### src/rtl/t1_block_framer_map.vh
// constants for the card-side block framer: field codes, defaults, states
// assumes one byte per transfer on the line and one byte per apdu word
//
// Function
// - card answers only node address zero, sends zero address byte
// - i-block with nonzero address is dropped with no answer
// - control byte alone carries control and tells the block type
// - i-, r- and s-blocks are all parsed and built
// - length byte equals the count of information bytes
// - information length ranges 0 to 254, by block type
// - i-block always carries information bytes
// - r-block carries no information bytes
// - size and wait-extension s-blocks carry exactly one byte
// - abort and resync s-blocks carry no information
// - i-block with bad check byte answered by r-block, code 1
// - size request answered by size response echoing the value
// - resync request answered by empty resync response
// - abort during chained response answered by empty abort response
// - epilogue uses longitudinal redundancy check
// - epilogue is one check byte, correct for the block
// - size above 254 refused with r-block, code 2
// - terminal receive size is 32 after reset
`ifndef T1_BLOCK_FRAMER_MAP_VH
`define T1_BLOCK_FRAMER_MAP_VH

// ----------------------------------------
// prologue field codes
// ----------------------------------------
`define NAD_ZERO 8'h00
`define PCB_R_BASE 8'h80
`define PCB_S_BASE 8'hC0
`define PCB_S_RSP 8'h20
`define PCB_I_SEQ_BIT 6
`define PCB_I_MORE_BIT 5
`define PCB_R_SEQ_BIT 4
`define PCB_S_RSP_BIT 5
`define S_RESYNCH 2'h0
`define S_IFS 2'h1
`define S_ABORT 2'h2
`define S_WTX 2'h3
`define R_ERR_NONE 4'h0
`define R_ERR_EDC 4'h1
`define R_ERR_OTHER 4'h2

// ----------------------------------------
// sizes
// ----------------------------------------
`define IFSD_RESET 8'h20
`define IFSD_MAX 8'hFE
`define INF_MAX 8'hFE
`define LEN_ONE 8'h01

// ----------------------------------------
// receive states
// ----------------------------------------
`define RX_NAD 3'h0
`define RX_PCB 3'h1
`define RX_LEN 3'h2
`define RX_INF 3'h3
`define RX_LRC 3'h4
`define RX_DO 3'h5

// ----------------------------------------
// transmit states and information sources
// ----------------------------------------
`define TX_IDLE 3'h0
`define TX_NAD 3'h1
`define TX_PCB 3'h2
`define TX_LEN 3'h3
`define TX_INF 3'h4
`define TX_LRC 3'h5
`define SRC_ONE 1'b0
`define SRC_FIFO 1'b1

`endif

### src/rtl/t1_byte_fifo.v
// synchronous fifo with valid and ready on both sides
// assumes one clock; flags are registered from the next occupancy
`timescale 1ns/1ns
module t1_byte_fifo #(
	parameter WIDTH = 8,
	parameter DEPTH = 16,
	parameter AW = 4
) (
	input wire clk,
	input wire rst_b,
	input wire [WIDTH-1:0] in_data,
	input wire in_valid,
	output reg in_ready,
	output wire [WIDTH-1:0] out_data,
	output reg out_valid,
	input wire out_ready
);

	reg [WIDTH-1:0] mem [0:DEPTH-1];
	reg [AW-1:0] wr_ptr;
	reg [AW-1:0] rd_ptr;
	reg [AW:0] count;
	reg [AW:0] next_count;
	wire push;
	wire pop;

	// handshakes on both sides
	assign push = in_valid && in_ready;
	assign pop = out_valid && out_ready;
	assign out_data = mem[rd_ptr];

	// occupancy after this cycle
	always @*
	begin
		next_count = count;
		if (push && !pop)
			next_count = count + 1'b1;
		else if (pop && !push)
			next_count = count - 1'b1;
	end

	// storage write
	always @(posedge clk)
	begin
		if (push)
			mem[wr_ptr] <= in_data;
	end

	// pointers and honest flags
	always @(posedge clk or negedge rst_b)
	begin
		if (!rst_b)
		begin
			wr_ptr <= {AW{1'b0}};
			rd_ptr <= {AW{1'b0}};
			count <= {(AW+1){1'b0}};
			in_ready <= 1'b0;
			out_valid <= 1'b0;
		end
		else
		begin
			if (push)
				wr_ptr <= wr_ptr + 1'b1;
			if (pop)
				rd_ptr <= rd_ptr + 1'b1;
			count <= next_count;
			in_ready <= (next_count != DEPTH[AW:0]);
			out_valid <= (next_count != {(AW+1){1'b0}});
		end
	end

endmodule // t1_byte_fifo

### src/rtl/t1_block_framer.v
// card-side block framer: parses terminal blocks, builds card blocks
// assumes byte streams in and out of a character layer; apdu side apart
`timescale 1ns/1ns
`include "t1_block_framer_map.vh"
module t1_block_framer #(
	parameter LEN_W = 16,
	parameter FIFO_DEPTH = 16,
	parameter FIFO_AW = 4
) (
	input wire clk,
	input wire rst_b,
	input wire [7:0] rx_data,
	input wire rx_valid,
	output reg rx_ready,
	output reg [7:0] tx_data,
	output reg tx_valid,
	input wire tx_ready,
	output reg [7:0] cmd_data,
	output reg cmd_valid,
	output reg cmd_done,
	output reg cmd_drop,
	input wire [7:0] rsp_data,
	input wire rsp_valid,
	output wire rsp_ready,
	input wire [LEN_W-1:0] rsp_len,
	input wire rsp_go,
	output reg rsp_wait,
	output reg rsp_chaining,
	output reg rsp_aborted,
	output reg [7:0] ifsd
);

	// ----------------------------------------
	// declarations
	// ----------------------------------------
	reg [2:0] rx_st;
	reg [7:0] rx_nad;
	reg [7:0] rx_pcb;
	reg [7:0] rx_len;
	reg [7:0] rx_cnt;
	reg [7:0] rx_lrc;
	reg [7:0] rx_inf0;
	reg edc_ok;
	reg ns;
	reg nr;
	reg chunk_due;
	reg [LEN_W-1:0] remain;
	reg [LEN_W-1:0] flush_cnt;
	reg start_tx;
	reg [7:0] t_pcb;
	reg [7:0] t_len;
	reg [7:0] t_inf;
	reg t_src;
	reg [2:0] tx_st;
	reg [7:0] t_cnt;
	reg [7:0] t_lrc;
	wire rx_take;
	wire tx_take;
	wire tx_slot;
	wire [7:0] lrc_fold;
	wire [7:0] q_data;
	wire q_valid;
	wire q_ready;
	wire tx_pop;
	wire flushing;
	wire is_i;
	wire is_r;
	wire is_s_req;
	wire [1:0] s_type;
	wire [LEN_W-1:0] ifsd_wide;

	// ----------------------------------------
	// response buffer
	// ----------------------------------------
	t1_byte_fifo #(
		.WIDTH(8),
		.DEPTH(FIFO_DEPTH),
		.AW(FIFO_AW)
	) u_rsp_fifo (
		.clk(clk),
		.rst_b(rst_b),
		.in_data(rsp_data),
		.in_valid(rsp_valid),
		.in_ready(rsp_ready),
		.out_data(q_data),
		.out_valid(q_valid),
		.out_ready(q_ready)
	);

	// ----------------------------------------
	// decode helpers
	// ----------------------------------------
	assign rx_take = rx_valid && rx_ready;
	assign tx_take = tx_valid && tx_ready;
	assign tx_slot = !tx_valid || tx_ready;
	assign lrc_fold = t_lrc ^ (tx_take ? tx_data : 8'h00);
	assign tx_pop = (tx_st == `TX_INF) && tx_slot && (t_cnt != t_len)
		&& (t_src == `SRC_FIFO) && q_valid;
	assign flushing = (flush_cnt != {LEN_W{1'b0}});
	assign q_ready = tx_pop || flushing;
	// block type from control byte alone
	assign is_i = !rx_pcb[7];
	assign is_r = (rx_pcb[7:6] == 2'b10);
	assign is_s_req = (rx_pcb[7:6] == 2'b11) && !rx_pcb[`PCB_S_RSP_BIT];
	assign s_type = rx_pcb[1:0];
	assign ifsd_wide = {{(LEN_W-8){1'b0}}, ifsd};

	// ----------------------------------------
	// job builders
	// ----------------------------------------
	// r-block answer: empty, sequence and error code
	task send_r;
		input [3:0] code;
		input seq;
		begin
			start_tx <= 1'b1;
			t_pcb <= `PCB_R_BASE | {3'b000, seq, code};
			t_len <= 8'h00;
			t_src <= `SRC_ONE;
		end
	endtask

	// s-block response of given type
	task send_s;
		input [1:0] typ;
		input [7:0] len;
		input [7:0] inf;
		begin
			start_tx <= 1'b1;
			t_pcb <= `PCB_S_BASE | `PCB_S_RSP | {6'h00, typ};
			t_len <= len;
			t_inf <= inf;
			t_src <= `SRC_ONE;
		end
	endtask

	// ----------------------------------------
	// receive parser and block decisions
	// ----------------------------------------
	always @(posedge clk or negedge rst_b)
	begin
		if (!rst_b)
		begin
			rx_st <= `RX_NAD;
			rx_nad <= 8'h00;
			rx_pcb <= 8'h00;
			rx_len <= 8'h00;
			rx_cnt <= 8'h00;
			rx_lrc <= 8'h00;
			rx_inf0 <= 8'h00;
			edc_ok <= 1'b0;
			rx_ready <= 1'b0;
			ns <= 1'b0;
			nr <= 1'b0;
			ifsd <= `IFSD_RESET;
			chunk_due <= 1'b0;
			remain <= {LEN_W{1'b0}};
			flush_cnt <= {LEN_W{1'b0}};
			rsp_wait <= 1'b0;
			rsp_chaining <= 1'b0;
			rsp_aborted <= 1'b0;
			start_tx <= 1'b0;
			t_pcb <= 8'h00;
			t_len <= 8'h00;
			t_inf <= 8'h00;
			t_src <= `SRC_ONE;
			cmd_data <= 8'h00;
			cmd_valid <= 1'b0;
			cmd_done <= 1'b0;
			cmd_drop <= 1'b0;
		end
		else
		begin
			start_tx <= 1'b0;
			cmd_valid <= 1'b0;
			cmd_done <= 1'b0;
			cmd_drop <= 1'b0;
			rsp_aborted <= 1'b0;
			// half duplex: listen only while nothing is sent or pending
			rx_ready <= (tx_st == `TX_IDLE) && !start_tx && (rx_st != `RX_DO)
				&& !(rx_take && rx_st == `RX_LRC)
				&& !(chunk_due && rx_st == `RX_NAD); // shut before a chunk starts
			// discard response bytes left over after an abort
			if (flushing && q_valid)
				flush_cnt <= flush_cnt - 1'b1;
			// application hands over a response
			if (rsp_go && rsp_wait && (rsp_len != {LEN_W{1'b0}}))
			begin
				rsp_wait <= 1'b0;
				remain <= rsp_len;
				chunk_due <= 1'b1;
			end
			case (rx_st)
				`RX_NAD:
				begin
					if (rx_take)
					begin
						rx_nad <= rx_data;
						rx_lrc <= rx_data;
						rx_st <= `RX_PCB;
					end
					else if (chunk_due && tx_st == `TX_IDLE && !start_tx)
					begin
						// next i-block of the response, chained if too long
						chunk_due <= 1'b0;
						start_tx <= 1'b1;
						t_src <= `SRC_FIFO;
						ns <= !ns;
						if (remain > ifsd_wide)
						begin
							t_len <= ifsd;
							t_pcb <= ({7'h00, ns} << `PCB_I_SEQ_BIT)
								| (8'h01 << `PCB_I_MORE_BIT);
							remain <= remain - ifsd_wide;
							rsp_chaining <= 1'b1;
						end
						else
						begin
							t_len <= remain[7:0];
							t_pcb <= {7'h00, ns} << `PCB_I_SEQ_BIT;
							remain <= {LEN_W{1'b0}};
							rsp_chaining <= 1'b0;
						end
					end
				end
				`RX_PCB:
				begin
					if (rx_take)
					begin
						rx_pcb <= rx_data;
						rx_lrc <= rx_lrc ^ rx_data;
						rx_st <= `RX_LEN;
					end
				end
				`RX_LEN:
				begin
					if (rx_take)
					begin
						rx_len <= rx_data;
						rx_cnt <= 8'h00;
						rx_lrc <= rx_lrc ^ rx_data;
						rx_st <= (rx_data == 8'h00) ? `RX_LRC : `RX_INF;
					end
				end
				`RX_INF:
				begin
					if (rx_take)
					begin
						if (rx_cnt == 8'h00)
							rx_inf0 <= rx_data;
						rx_cnt <= rx_cnt + 1'b1;
						rx_lrc <= rx_lrc ^ rx_data;
						// stream command bytes of an i-block for this node
						if (is_i && rx_nad == `NAD_ZERO)
						begin
							cmd_data <= rx_data;
							cmd_valid <= 1'b1;
						end
						if (rx_cnt + 1'b1 == rx_len)
							rx_st <= `RX_LRC;
					end
				end
				`RX_LRC:
				begin
					if (rx_take)
					begin
						edc_ok <= ((rx_lrc ^ rx_data) == 8'h00);
						rx_st <= `RX_DO;
					end
				end
				default:
				begin
					if (tx_st == `TX_IDLE && !start_tx)
					begin
						rx_st <= `RX_NAD;
						if (rx_nad != `NAD_ZERO)
						begin
							// foreign address: silent, streamed bytes dropped
							if (is_i && rx_len != 8'h00)
								cmd_drop <= 1'b1;
						end
						else if (!edc_ok)
						begin
							if (is_i && rx_len != 8'h00)
								cmd_drop <= 1'b1;
							send_r(`R_ERR_EDC, nr);
						end
						else if (is_i)
						begin
							if (rx_len == 8'h00 || rx_len > `INF_MAX)
							begin
								if (rx_len != 8'h00)
									cmd_drop <= 1'b1;
								send_r(`R_ERR_OTHER, nr);
							end
							else
							begin
								nr <= !nr;
								cmd_done <= 1'b1;
								if (rx_pcb[`PCB_I_MORE_BIT])
									send_r(`R_ERR_NONE, !nr);
								else
									rsp_wait <= 1'b1;
							end
						end
						else if (is_r)
						begin
							if (rx_len != 8'h00)
								send_r(`R_ERR_OTHER, nr);
							else if (rsp_chaining && rx_pcb[`PCB_R_SEQ_BIT] == ns)
								chunk_due <= 1'b1;
						end
						else if (is_s_req)
						begin
							case (s_type)
								`S_IFS:
								begin
									if (rx_len != `LEN_ONE)
										send_r(`R_ERR_OTHER, nr);
									else if (rx_inf0 > `IFSD_MAX || rx_inf0 == 8'h00)
										send_r(`R_ERR_OTHER, nr);
									else
									begin
										ifsd <= rx_inf0;
										send_s(`S_IFS, `LEN_ONE, rx_inf0);
									end
								end
								`S_RESYNCH:
								begin
									if (rx_len != 8'h00)
										send_r(`R_ERR_OTHER, nr);
									else
									begin
										ns <= 1'b0;
										nr <= 1'b0;
										send_s(`S_RESYNCH, 8'h00, 8'h00);
									end
								end
								`S_ABORT:
								begin
									if (rx_len != 8'h00)
										send_r(`R_ERR_OTHER, nr);
									else
									begin
										// drop the rest of the chained response
										if (rsp_chaining)
										begin
											flush_cnt <= remain;
											remain <= {LEN_W{1'b0}};
											rsp_chaining <= 1'b0;
											rsp_aborted <= 1'b1;
										end
										send_s(`S_ABORT, 8'h00, 8'h00);
									end
								end
								default:
								begin
									// card never asks for more time, a one-byte request gets no answer
									if (rx_len != `LEN_ONE)
										send_r(`R_ERR_OTHER, nr);
								end
							endcase
						end
					end
				end
			endcase
		end
	end

	// ----------------------------------------
	// transmit builder
	// ----------------------------------------
	// address, control, length, information, then check byte
	always @(posedge clk or negedge rst_b)
	begin
		if (!rst_b)
		begin
			tx_st <= `TX_IDLE;
			tx_data <= 8'h00;
			tx_valid <= 1'b0;
			t_cnt <= 8'h00;
			t_lrc <= 8'h00;
		end
		else
		begin
			if (tx_take)
				t_lrc <= lrc_fold;
			case (tx_st)
				`TX_IDLE:
				begin
					if (start_tx)
					begin
						tx_data <= `NAD_ZERO;
						tx_valid <= 1'b1;
						t_lrc <= 8'h00;
						t_cnt <= 8'h00;
						tx_st <= `TX_NAD;
					end
				end
				`TX_NAD:
				begin
					if (tx_take)
					begin
						tx_data <= t_pcb;
						tx_st <= `TX_PCB;
					end
				end
				`TX_PCB:
				begin
					if (tx_take)
					begin
						tx_data <= t_len;
						tx_st <= `TX_LEN;
					end
				end
				`TX_LEN:
				begin
					if (tx_take)
					begin
						if (t_len == 8'h00)
						begin
							tx_data <= lrc_fold;
							tx_st <= `TX_LRC;
						end
						else
						begin
							tx_valid <= 1'b0;
							tx_st <= `TX_INF;
						end
					end
				end
				`TX_INF:
				begin
					if (tx_slot)
					begin
						if (t_cnt == t_len)
						begin
							tx_data <= lrc_fold;
							tx_valid <= 1'b1;
							tx_st <= `TX_LRC;
						end
						else if (t_src == `SRC_ONE)
						begin
							tx_data <= t_inf;
							tx_valid <= 1'b1;
							t_cnt <= t_cnt + 1'b1;
						end
						else if (q_valid)
						begin
							tx_data <= q_data;
							tx_valid <= 1'b1;
							t_cnt <= t_cnt + 1'b1;
						end
						else
							tx_valid <= 1'b0;
					end
				end
				default:
				begin
					if (tx_take)
					begin
						tx_valid <= 1'b0;
						tx_st <= `TX_IDLE;
					end
				end
			endcase
		end
	end

endmodule // t1_block_framer

### config.mk
export PLATFORM = sky130hd
export DESIGN_NAME = t1_block_framer
export DESIGN_NICKNAME = d
export VERILOG_FILES = /design/src/rtl/t1_byte_fifo.v /design/src/rtl/t1_block_framer.v
export VERILOG_INCLUDE_DIRS = /design/src /design/src/rtl
export SDC_FILE = /design/constraint.sdc
export NUM_CORES = 1
export LEC_CHECK = 0
export BUFFER_PORTS_ARGS = -buffer_cell sky130_fd_sc_hd__buf_4
export CORE_MARGIN = 2
export CORE_UTILIZATION = 25
export CTS_CLUSTER_DIAMETER = 60
export DETAILED_ROUTE_END_ITERATION = 10
export SLEW_MARGIN = 20
export SYNTH_ARGS = -nofsm -noshare
export SYNTH_HDL_FRONTEND = slang
export SYNTH_SLANG_ARGS = --single-unit
export TNS_END_PERCENT = 50
### constraint.sdc
create_clock -name clk -period 3.7 [get_ports clk]
set_clock_uncertainty 0.1 [all_clocks]
set_input_delay 0.185 -clock clk [delete_from_list [all_inputs] [get_ports clk]]
set_output_delay 0.185 -clock clk [all_outputs]
set_load 0.02 [all_outputs]
After elaboration in Yosys (flattened, before gate mapping)
Memories as Yosys holds them, arrays and structs flattened. Index checks and enable logic that the tools add are counted.

Memories: 1. RAM bits: 128. Input port bits: 38. Bits in registers: 179.

Magnitude comparators: 3. Multiplexer cells: 218. Equality and inequality tests: 56. Reduce and logical (&&, ||, !) cells: 94. $add $sub $neg: 8. Bitwise logic cells: 9.

Memory list: u_rsp_fifo.mem (depth 16, bits a word 8, rd ports 1, clocked after Yosys merged registers in 0, write ports 1, RTL line t1_byte_fifo.v:19) `reg [WIDTH-1:0] mem [0:DEPTH-1];`.

Operators by type and width (number): 8-bit two-way mux (49); 16-bit two-way mux (24); 8-bit one-hot mux with 2 select lines (7); 1-bit two-way mux (105); 8-bit logical NOT (7); 2-bit inequality test, second input constant (23); 3-bit two-way mux (15); 8-bit one-hot mux with 5 select lines (1); 9-bit AND reduction (4); 11-bit AND reduction (3); 16-bit one-hot mux with 2 select lines (1); 16-bit nonzero test (2); 3-bit one-hot mux with 5 select lines (2); 7-bit two-way mux (4); 1-bit logical AND (25); 8-bit one-hot mux with 3 select lines (1); 2-bit nonzero test (10); 8-bit by 1-bit adder with 8-bit output, second input constant (2); 8-bit == test (2); 16-bit by 8-bit > comparator with 1-bit output (1); 8-bit > comparator, second input constant (2); 8-bit nonzero test (2); 16-bit by 1-bit subtractor with 16-bit output, second input constant (1); 16-bit by 8-bit subtractor with 16-bit output (1); 45 further kinds (94).

Logic depth before layout (Yosys ltp)
Gate-level depths: netlist of the first run.

Depth after elaboration: 13. Mapped depth: 11.

Cells and area by module
Synthesis of the first run repeated with hierarchy kept, for this count alone.

Cell total of the unflattened synthesis: 1228. Area total of the unflattened synthesis: 14516.4 um2.

Modules (own cells, without submodules): t1_block_framer (area an instance 8793.4 um2, sequential area each 4005.1 um2, cells each 933, instances 1); t1_byte_fifo (area an instance 5723.0 um2, sequential area each 4219.0 um2, cells each 295, instances 1).

Least setup slack after synthesis of the first run
Ideal clock, no wire load.

Kind: flip-flop to flip-flop. Start point: reg ifsd[0]. End point: reg remain[11]. Library setup time: 0.069 ns. Path slack: 1.040 ns. Path buffers: 1. Arrival: 2.491 ns. Stages on the path, launching flop included: 11. Cells stage by stage: dfrtp_1 -> ha_1 -> fa_1 -> nand2b_1 -> a21oi_1 -> o21a_1 -> o32a_1 -> a21boi_2 -> buf_6 -> or4_1 -> nand3_1.

Cells in the longest elaborated chain, start to end: 5. Elaborated cells on any way between the ends: 6. Classes of those cells: 1 x add/sub; 1 x order compare; 4 x mux.

Ends and longest elaborated chain: from (decl) (RTL line t1_block_framer.v:30) `output reg [7:0] ifsd`; from (signal assigned) (RTL line t1_block_framer.v:155) `` ifsd <= `IFSD_RESET; ``; from (signal assigned) (RTL line t1_block_framer.v:324) `ifsd <= rx_inf0;`; 16-bit by 8-bit subtractor with 16-bit output or 16-bit by 8-bit > comparator with 1-bit output (tied branches) (RTL line t1_block_framer.v:214, t1_block_framer.v:209); 16-bit two-way mux * (RTL line t1_block_framer.v:209) `if (remain > ifsd_wide)`; 16-bit two-way mux * (RTL line t1_block_framer.v:202) `` else if (chunk_due && tx_st == `TX_IDLE && !start_tx) ``; 16-bit two-way mux * (RTL line t1_block_framer.v:196) `if (rx_take)`; 16-bit one-hot mux with 2 select lines * (RTL line t1_block_framer.v:193) `case (rx_st)`; to (signal assigned) (RTL line t1_block_framer.v:190) `remain <= rsp_len;`; to (signal assigned) (RTL line t1_block_framer.v:214) `remain <= remain - ifsd_wide;`; to (signal assigned) (RTL line t1_block_framer.v:221) `remain <= {LEN_W{1'b0}};`; to (decl) (RTL line t1_block_framer.v:47) `reg [LEN_W-1:0] remain;`.

Every way passes the cells marked *; elsewhere a longest branch is shown, timed or not. A chain may end at the register's enable or synchronous reset.

Final worst setup path of the first run
Start point: reg tx_st[1]. End point: reg flush_cnt[6].

Cells in the longest elaborated chain, start to end: 4.

Ends and longest elaborated chain: from (decl) (RTL line t1_block_framer.v:54) `reg [2:0] tx_st;`; from (signal assigned) (RTL line t1_block_framer.v:378) `` tx_st <= `TX_IDLE; ``; from (signal assigned) (RTL line t1_block_framer.v:397) `` tx_st <= `TX_NAD; ``; from (signal assigned) (RTL line t1_block_framer.v:405) `` tx_st <= `TX_PCB; ``; 3-bit logical NOT; 1-bit logical AND (RTL line t1_block_framer.v:273) `` if (tx_st == `TX_IDLE && !start_tx) ``; 16-bit two-way mux (RTL line t1_block_framer.v:273); 16-bit two-way mux (RTL line t1_block_framer.v:193); to (signal assigned) (RTL line t1_block_framer.v:158) `flush_cnt <= {LEN_W{1'b0}};`; to (signal assigned) (RTL line t1_block_framer.v:185) `flush_cnt <= flush_cnt - 1'b1;`; to (signal assigned) (RTL line t1_block_framer.v:348) `flush_cnt <= remain;`; to (decl) (RTL line t1_block_framer.v:48) `reg [LEN_W-1:0] flush_cnt;`.

Every way passes these cells.

==> results.json, run 1 <==
{
  "dr.pass1.iters": 5,
  "drive_gt1_share_pct": 17.8,
  "die-area_um2": 59800,
  "p_leak_nw": 6.85,
  "overflow": 0,
  "critPathArrivalTime_ns": 3.51,
  "clk_latency_ns": 0.54,
  "startpoint_type": "flip-flop",
  "grt_max_degree": 88,
  "sw_frac_of_total_pct": 34.2,
  "fmax_ghz": 0.311,
  "worstHoldPathType": "in2reg",
  "area_delta_synth_final_pct": 20.3,
  "yosysWarnings": 0,
  "rr_worst_depth": 6,
  "synthCells": 1226,
  "cts_buffer_depth": 3,
  "cts-buffers-inserted": 37,
  "fin_setup_tns_ns": 0,
  "diodes": 0,
  "yosys.area_share.simple_pct": 12.4,
  "ant_nets": 0,
  "antenna_found_initial": 0,
  "power_frac_comb_pct": 26.8,
  "clk_pin_slew_ns": 0.06,
  "fin_crit_ns": 3.22,
  "crit_fanout": 25,
  "reg2reg_slack_ns": 0.48,
  "muxShareOfSynthArea_pct": 10.6,
  "core_um2": 57500,
  "synthAdderAreaFrac_pct": 1.92,
  "fp.dieH_um": 244,
  "viasPerCell": 4.84,
  "synth_ff_type": "dfrtp_1",
  "gp_congestion": 0.845,
  "synth_edf_count": 128,
  "synth_xor_area_share_pct": 4.12,
  "grt_pass1_vias": 10283,
  "cts_htree_levels": 2,
  "io_buffers": 70,
  "p_int_mw": 7.58,
  "vias": 10222,
  "fin_nets": 1381,
  "place_area_um2": 15900,
  "fin_crit_sh_pct": 87.0,
  "drc": 0,
  "setup_violations": 0,
  "drv_slew": 0,
  "crit_path_end_kind": "flip-flop",
  "max_cap_viol_count": 0,
  "hold_viol": 0,
  "rsz0062_at_grt": "false",
  "cp_data_required_time_ns": 3.99,
  "fp-row-count": 88,
  "synthArstFlopShare_pct": 57.8,
  "clock_sinks": 303,
  "io_pins": 71,
  "syn_avg_cell_area_um2": 11.8,
  "p_per_area_nw_per_um2": 662,
  "final_area_um2": 17400,
  "hpwl_um": 26700,
  "crit-reg2reg-launch": "tx_st[1]",
  "vdd_drop_max_uv": 476,
  "synth_top_family_by_area": "simple AND/OR/NAND/NOR gates",
  "worstHoldEndpoint": "remain[4]",
  "wirelength_um": 38200,
  "tritoncts": "done",
  "power_frac_seq_pct": 42.5,
  "crit_type": "reg2reg",
  "yosysSeqAreaShare_pct": 56.9,
  "ys_types": 78,
  "yosys_register_bits": 303,
  "status": "finished clean",
  "timing.slew.headroom_pct": 28.2,
  "nFillCells": 5837,
  "cts_resized": 0,
  "grt_pass1_wl_um": 59600,
  "rr_endpoint": "flush_cnt[6]",
  "syn-cell-area_um2": 14500,
  "whs_ns": 0.118,
  "hold_buffers": 34,
  "power_frac_clock_pct": 30.7,
  "hold_start": "rsp_len[4]",
  "cts_setup_buffers": 0,
  "cts_root_buf": "clkbuf_16",
  "tightest_slew_ns": 1.07,
  "drt_iter0_markers": 711,
  "syn-num-nets": 1284,
  "hold_depth": 4,
  "wl_per_cell_um": 18.1,
  "p_switching_mw": 3.93,
  "track_usage_pct": 12.7,
  "die_x_um": 244,
  "initial_core_util_pct": 25.2,
  "synth_compound_area_share_pct": 11.3
}
==> worst max-delay path, stage by stage (launching register included) <==
cell     delay [ns]
dfrtp_1        0.48
nor4_1         0.55
nand3_1        0.27
nor4_1         0.49
nand4_1        0.41
inv_1          0.58
o21ai_0        0.20
==> synth_stat cells (17+ instances only) <==
cell type    n  area (um2)
a21oi_1     38         190
a221oi_1    17         149
clkbuf_1    58         218
dfrtp_1    174        4350
edfxtp_1   128        3840
ha_1        19         238
inv_1       36         135
mux2_2      56         631
mux2i_1     54         541
nand2_1    109         409
nand3_1     36         180
nand4_1     21         131
nor2_1      75         282
nor3_1      31         155
nor4_1      21         131
o211ai_1    18         135
o21ai_0     69         345
xnor2_1     48         420
xor2_1      20         175
==> power groups by stage <==
| stage | Clock (mW) | Combinational (mW) | Sequential (mW) |
|---|---|---|---|
| 2_1_floorplan | 0 | 2.18 | 4.70 |
| 3_3_place_gp | 0 | 2.98 | 4.91 |
| 3_5_place_dp | 0 | 3.04 | 4.94 |
| 4_1_cts | 3.62 | 3.09 | 4.88 |
| 5_1_grt | 3.76 | 3.43 | 4.98 |
| 6_report | 3.54 | 3.09 | 4.89 |
==> state kept, by name, summed over array words and instances (netlist names), 5 cells and up <==
register          flops
t_lrc                 8
u_rsp_fifo.count      5
rx_nad                8
t_cnt                 8
tx_data               8
rx_cnt                8
flush_cnt            16
rx_lrc                8
t_inf                 8
rx_len                8
rx_pcb                6
ifsd                  8
t_pcb                 6
t_len                 8
u_rsp_fifo.mem      128
remain               16
rx_inf0               8
cmd_data              8
==> per-layer routing <==
layer / up-vias / global-route usage, % / part of all wire [%]
met5: - / 0 / 0
met4: 0 / 5.08 / 3.1
met3: 64 / 1.64 / 3.9
met2: 251 / 21.3 / 49
met1: 5125 / 16.7 / 44
li1: 4782 / - / -
==> cell families after synthesis <==
family,Yosys count
compound gates,241
simple gates,361
flops,303
buf+inv,105
fa+ha+maj,22
mux,126
xor+xnor,68
==> how the worst max path moves through the flow <==
stage              from  cells after the start            end
2_1_floorplan   ifsd[0]                     10     remain[11]
6_report       tx_st[1]                      6   flush_cnt[6]
4_1_cts        tx_st[1]                      6  flush_cnt[12]
5_1_grt        tx_st[1]                      6  flush_cnt[12]
3_3_place_gp   tx_st[1]                      6   flush_cnt[2]
3_5_place_dp   tx_st[1]                      6  flush_cnt[12]
==> per-stage QoR <==
| stage | power, mW | setup slack (ns) | util, % | std cells |
|---|---|---|---|---|
| 2_1_floorplan | 6.89 | 1.04 | - | 1226 |
| 3_3_place_gp | 7.88 | 0.601 | 27.6 | 2015 |
| 3_5_place_dp | 7.98 | 0.457 | 27.6 | 2015 |
| 4_1_cts | 11.6 | 0.513 | 30.3 | 2114 |
| 5_1_grt | 12.2 | 0.292 | 30.3 | 2114 |
| 6_report | 11.5 | 0.481 | 30.3 | 2114 |
==> layout make-up <==
class	count	area, um2	area share, %
clock buffer	47	1040	5.96
clock inverter	18	150	0.863
inverter	37	139	0.799
multi-input combinational	818	5830	33.5
sequential	303	8230	47.3
tap	765	957	5.50
timing repair buffer	126	1060	6.09
==> cell usage in the layout (no fill, tap or decap), types with 21 or more instances in the layout <==
cell,n
a21oi_1,38
buf_4,89
clkbuf_16,39
dfrtp_1,173
dlygate4sd3_1,34
edfxtp_1,128
inv_1,36
mux2_2,56
mux2i_1,54
nand2_1,109
nand3_1,36
nand4_1,21
nor2_1,75
nor3_1,31
nor4_1,21
o21ai_0,69
xnor2_1,48
(Power assumes the default switching activity.)
==> run 2: changes to the inputs <==
- PLACE_DENSITY: not set -> 0.39
==> run 2 against run 1 <==
  * Sequential share of layout area down 0.92 points
  * Via count shrank 1.3%
  * Power rose by 6.0%
  * Non-clock buffer count is 7 higher
  * Fmax increased by 3.7%
  * Design area rose by 2.0%
  * Worst hold slack got worse by 0.018 ns
  * Worst setup slack better by 0.11 ns
  * Sequential cell count is the same
  * Highest routed layer unchanged
==> results.json, run 2 (same netlist as run 1, synthesis figures left out) <==
{
  "status": "finished clean",
  "wirelength_um": 41400,
  "gp_congestion": 0.788,
  "area_delta_synth_final_pct": 22.7,
  "p_int_mw": 8.06,
  "nFillCells": 5880,
  "drt_iter0_markers": 661,
  "fmax_ghz": 0.322,
  "final_common_cell": "dfrtp_1",
  "fp-row-count": 88,
  "tightest_slew_ns": 1.12,
  "critPathArrivalTime_ns": 3.45,
  "p_switching_mw": 4.15,
  "layout_common_cells": "173 x dfrtp_1, 128 x edfxtp_1, 109 x nand2_1, 95 x buf_4, 75 x nor2_1",
  "grt_pass1_vias": 10258,
  "fp.dieH_um": 244,
  "cts_root_buf": "clkbuf_16",
  "finalPower_mw": 12.2,
  "fin_nets": 1393,
  "drc": 0,
  "drive_gt1_share_pct": 19.0,
  "die_x_um": 244,
  "clock_sinks": 303,
  "place_area_um2": 15900,
  "viasPerCell": 4.73,
  "power_frac_seq_pct": 40.3,
  "final_area_um2": 17700,
  "overflow": 0,
  "vias": 10093,
  "io_pins": 71,
  "regMostFlops": "u_rsp_fifo.mem",
  "hpwl_um": 28600,
  "setup_slack_ns": 0.595,
  "crit_path_end_kind": "flip-flop",
  "largest_reg_flops": 128,
  "power_frac_clock_pct": 34.3,
  "hold_viol": 0,
  "diodes": 0,
  "clk_latency_ns": 0.58,
  "antenna_found_initial": 0,
  "p_leak_nw": 7.01,
  "crit_type": "reg2reg",
  "post-place-ws_ns": 0.681,
  "vdd_drop_max_uv": 310,
  "startpoint_type": "flip-flop",
  "cts_buffer_depth": 3,
  "timing.slew.headroom_pct": 25.0,
  "grt_pass1_wl_um": 64000,
  "clk_pin_slew_ns": 0.06,
  "final_core_util_pct": 30.9,
  "fin_crit_sh_pct": 83.9,
  "core_um2": 57500,
  "dp_cells": 2021,
  "ant_nets": 0,
  "cts-buffers-inserted": 42,
  "dr.pass1.iters": 5,
  "max_cap_viol_count": 0,
  "grt_max_degree": 94,
  "sw_frac_of_total_pct": 34.0,
  "power_frac_comb_pct": 25.4,
  "initial_core_util_pct": 25.2,
  "worstHoldPathType": "in2reg",
  "layout.cells.non_filler": 2133,
  "p_per_area_nw_per_um2": 688,
  "whs_ns": 0.100,
  "reg.largest.list": "u_rsp_fifo.mem: 128 flops, flush_cnt: 16 flops, remain: 16 flops",
  "crit_fanout": 12,
  "cts_htree_levels": 2,
  "setup_violations": 0,
  "tritoncts": "done",
  "track_usage_pct": 13.9,
  "wl_per_cell_um": 19.4,
  "fin_crit_ns": 3.11,
  "drv_slew": 0,
  "multi_input_area_um2": 5830,
  "regArea_um2": 8230,
  "io_buffers": 70,
  "rsz0062_at_grt": "false",
  "fin_setup_tns_ns": 0,
  "cp_data_required_time_ns": 4.04,
  "die-area_um2": 59800
}
run 2: cell count changes in the layout (fill, tap and decap cells not counted), moves of 2 or more:
cell        previous run  this run
buf_4                 89        95
bufinv_16              1         4
clkbuf_1               5         3
clkbuf_16             39        43
clkbuf_8               3         6
clkinv_16              0         2
clkinv_2               5         9
clkinvlp_4             2         5
inv_6                  7         2
run 2: worst max-delay path, stage by stage (launching register included):
cell      delay, ns
dfrtp_1        0.42
or4_1          0.58
or3_1          0.41
a221oi_1       0.34
a311o_2        0.25
and2_1         0.42
inv_1          0.17
mux2i_1        0.19
o21ai_0        0.11
run 2: cell type report:
cell class | count | share of cell area, %
sequential | 303 | 46.4
multi-input combinational | 818 | 32.8
clock buffer | 51 | 6.52
timing repair buffer | 133 | 6.30
tap | 765 | 5.40
clock inverter | 26 | 1.78
inverter | 37 | 0.783
run 2: path summary, 6_finish.rpt:
check	slack (ns)	endpoint	depth (start not counted)	from
min	0.10	remain[4]	4	rsp_len[4]
min in group asynchronous	0.14	u_rsp_fifo.count[3]	2	rst_b
max	0.59	t_len[0]	8	rx_len[4]
max in group asynchronous	2.27	rx_lrc[5]	3	rst_b
min reg2reg	0.39	t_inf[7]	2	t_inf[7]
max reg2reg	0.59	t_len[0]	8	rx_len[4]
run 2: power by group through the flow:
stage               Combinational [mW]  Sequential, mW  Clock [mW]
floorplan                         2.18            4.70           0
detailed placement                3.08            4.97           0
CTS                               3.12            4.92        4.33
global route                      3.45            5.02        4.49
finish                            3.10            4.91        4.19
global placement                  3.09            4.97           0
run 2: routing by layer:
| layer | wire (um) | global-route usage [%] |
|---|---|---|
| met1 | 20100 | 20.0 |
| met2 | 18800 | 21.5 |
| met3 | 1700 | 2.45 |
| met4 | 721 | 3.87 |
| met5 | 0 | 0 |
run 2: timing repair:
action	CTS	global route
gates resized for setup	0	0
hold endpoints to repair	283	0
hold buffers	35	0
setup buffers	0	0
==> run 3: changes to the inputs <==
- ABC_AREA: not set -> 1
- PLACE_DENSITY: 0.39 -> 0.41
- clock period: 3.7 -> 2.6 ns (I/O delays scaled with it)
==> run 3 against run 2 <==
  * Power up 69%
  * Sequential power increased by 46%
  * Die area grew 2.7%
  * Highest routed layer unchanged
  * Synthesized area is 2.7% higher
  * Routed wire length is 5.3% higher
  * Sequential cell count unchanged
  * Clock power grew 31%
  * Global-route usage is 0.50 points higher
  * First-iteration DRC count grew 13%
  * Register-to-register slack lost 0.38 ns
==> results.json, run 3 <==
{
  "status": "finished clean",
  "yosys-top-cells-count": "376 x nand2_1, 184 x nor2_1, 174 x dfrtp_1, 168 x inv_1, 154 x o21ai_0",
  "timing.slew.headroom_pct": 60.9,
  "layout_common_cells": "374 x nand2_1, 183 x nor2_1, 173 x dfrtp_1, 168 x inv_1, 154 x o21ai_0",
  "cts_htree_levels": 2,
  "io_buffers": 70,
  "vias": 11808,
  "p_switching_mw": 8.32,
  "yosys_register_bits": 303,
  "p_int_mw": 12.3,
  "grt_pass1_wl_um": 68600,
  "viasPerCell": 4.52,
  "syn-cell-area_um2": 14900,
  "final_core_util_pct": 31.1,
  "syn_avg_cell_area_um2": 8.95,
  "synth_ff_type": "dfrtp_1",
  "sw_frac_of_total_pct": 40.4,
  "fin_crit_sh_pct": 91.6,
  "die_x_um": 248,
  "synth_edf_count": 128,
  "clk_latency_ns": 0.57,
  "largest_reg_flops": 128,
  "synth.most_common_cell": "nand2_1",
  "wl_met3_um": 1880,
  "synthTopCellsByArea": "dfrtp_1 29%, edfxtp_1 26%, nand2_1 9.5%",
  "fin_nets": 1875,
  "antenna_found_initial": 0,
  "cts-buffers-inserted": 40,
  "ant_nets": 0,
  "dr.pass1.iters": 5,
  "hpwl_um": 30800,
  "p_per_area_nw_per_um2": 1120,
  "gp_congestion": 0.858,
  "hold_viol": 0,
  "critPathArrivalTime_ns": 2.77,
  "met2_length_um": 19100,
  "startpoint_type": "flip-flop",
  "regMostFlops": "u_rsp_fifo.mem",
  "synthArstFlopShare_pct": 57.8,
  "yosysTopAreaCellShare_pct": 29.3,
  "route.top_layer_used": "met4",
  "slowest_delay_ns": 0.45,
  "io_pins": 71,
  "fp-row-count": 89,
  "crit_path_end_kind": "flip-flop",
  "whs_ns": 0.0187,
  "grt_max_degree": 60,
  "finalPower_mw": 20.6,
  "reg.largest.list": "u_rsp_fifo.mem: 128 flops, flush_cnt: 16 flops, remain: 16 flops",
  "clock_sinks": 303,
  "synthCells": 1659,
  "area_delta_synth_final_pct": 23.1,
  "drive_gt1_share_pct": 12.8,
  "fp.dieH_um": 248,
  "diodes": 0,
  "wl_per_cell_um": 16.7,
  "crit_fanout": 13,
  "grt_pass1_vias": 11593,
  "worstHoldPathType": "in2async",
  "tritoncts": "done",
  "crit_type": "reg2reg",
  "yosysSeqAreaShare_pct": 55.4,
  "rsz0062_at_grt": "true",
  "crit_chain": "nor2_4, nand2_4, nor2_8, inv_2, nand2_2, nand4_4, nor2_4, inv_4, nor2_8, inv_2, a21oi_1, o21ai_1, nand2_1",
  "max_cap_viol_count": 0,
  "wirelength_um": 43600,
  "final_common_cell": "nand2_1",
  "crit_buf_inv": 3,
  "clk_pin_slew_ns": 0.06,
  "m1WireLength_um": 21700,
  "synth_top_area_cell": "dfrtp_1",
  "cts_buffer_depth": 3,
  "core_um2": 58900,
  "fmax_ghz": 0.420,
  "power_frac_comb_pct": 38.5,
  "vdd_drop_max_uv": 513,
  "track_usage_pct": 14.4,
  "tightest_slew_ns": 0.581,
  "initial_core_util_pct": 25.2,
  "drv_slew": 0,
  "path_delay_family": "simple AND/OR/NAND/NOR gates",
  "overflow": 0,
  "cpMaxStageDelayCell": "dfrtp_1",
  "p_leak_nw": 7.84,
  "power_frac_clock_pct": 26.8,
  "cp_data_required_time_ns": 2.99,
  "fin_crit_ns": 2.38,
  "cts_root_buf": "clkbuf_16",
  "power_frac_seq_pct": 34.8,
  "setup_violations": 0,
  "syn-num-nets": 1717,
  "drt_iter0_markers": 748,
  "drc": 0,
  "die-area_um2": 61400,
  "yosysWarnings": 0,
  "ys_types": 49
}
## run 3: changes by cell type in the layout (fill, tap and decap cells not counted), moves of 16 or more
| cell | before | now |
|---|---|---|
| inv_1 | 36 | 168 |
| xnor2_1 | 48 | 16 |
| mux2i_1 | 54 | 0 |
| buf_4 | 95 | 123 |
| mux2_2 | 56 | 1 |
| mux4_2 | 16 | 0 |
| xor2_1 | 20 | 51 |
| nand2_1 | 109 | 374 |
| a221oi_1 | 17 | 0 |
| o21ai_0 | 69 | 154 |
| nand3_1 | 36 | 82 |
| nor2_1 | 75 | 183 |
## run 3: kinds of logic (layout without fill, tap and decap cells)
family	after synthesis	in the layout	synth area share (%)
simple gates	749	749	21.9
xor+xnor	67	67	3.95
mux	1	1	0.0758
flops	303	303	55.4
compound gates	286	286	10.8
buf+inv	233	416	6.17
fa+ha+maj	20	20	1.74
## run 3: worst register-to-register path: cells and delay by family, from the launching register on
kind            cells  cell delay, ns
simple gates        8            1.15
flops               1            0.45
buf+inv             3            0.40
compound gates      2            0.21
## run 3: power groups by stage
stage	Combinational [mW]	Clock (mW)	Sequential, mW
2_1_floorplan	5.42	0	7.00
3_5_place_dp	7.91	0	7.23
5_1_grt	9.03	5.84	7.32
4_1_cts	8.00	5.66	7.16
3_3_place_gp	7.87	0	7.23
6_report	7.92	5.50	7.15
## run 3: area by class of cell
| cell class | instances | area [um2] |
|---|---|---|
| clock buffer | 52 | 1080 |
| clock inverter | 15 | 210 |
| fill | 6159 | 40600 |
| inverter | 186 | 703 |
| multi-input combinational | 1123 | 5740 |
| sequential | 303 | 8230 |
| tap | 773 | 967 |
| timing repair buffer | 163 | 1370 |
## run 3: layer usage
metal  GRT usage [%]  up-vias
met1            20.9     5661
met4            3.80        0
met5               0        -
li1                -     5882
met3            2.49       54
met2            22.3      211
## run 3: metrics by stage
stage	cell area (um2)	TNS, ns	setup WS (ns)	instances
3_5_place_dp	16600	0	0.0537	2513
6_report	18300	0	0.218	2615
5_1_grt	18300	-0.00816	-0.00816	2615
4_1_cts	18300	0	0.0448	2615
2_1_floorplan	14900	0	0.222	1659
3_3_place_gp	16600	0	0.183	2513
## run 3: repair_timing
item	4_1_cts	5_1_grt
endpoints found under the setup margin	0	17
hold endpoints to repair	346	0
setup buffers	0	0
hold buffers	35	0
resized for setup	0	7
## run 3: worst paths after layout
| path | depth (start not counted) | startpoint | to | slack [ns] |
|---|---|---|---|---|
| worst max-delay path | 13 | tx_st[0] | remain[11] | 0.22 |
| worst min-delay path | 2 | rst_b | flush_cnt[15] | 0.02 |
| worst max register to register | 13 | tx_st[0] | remain[11] | 0.22 |
| worst min register to register | 2 | t_pcb[6] | t_pcb[6] | 0.39 |
| max in group asynchronous | 3 | rst_b | rx_lrc[4] | 1.61 |
| min in group clk | 4 | rx_valid | edc_ok | 0.14 |
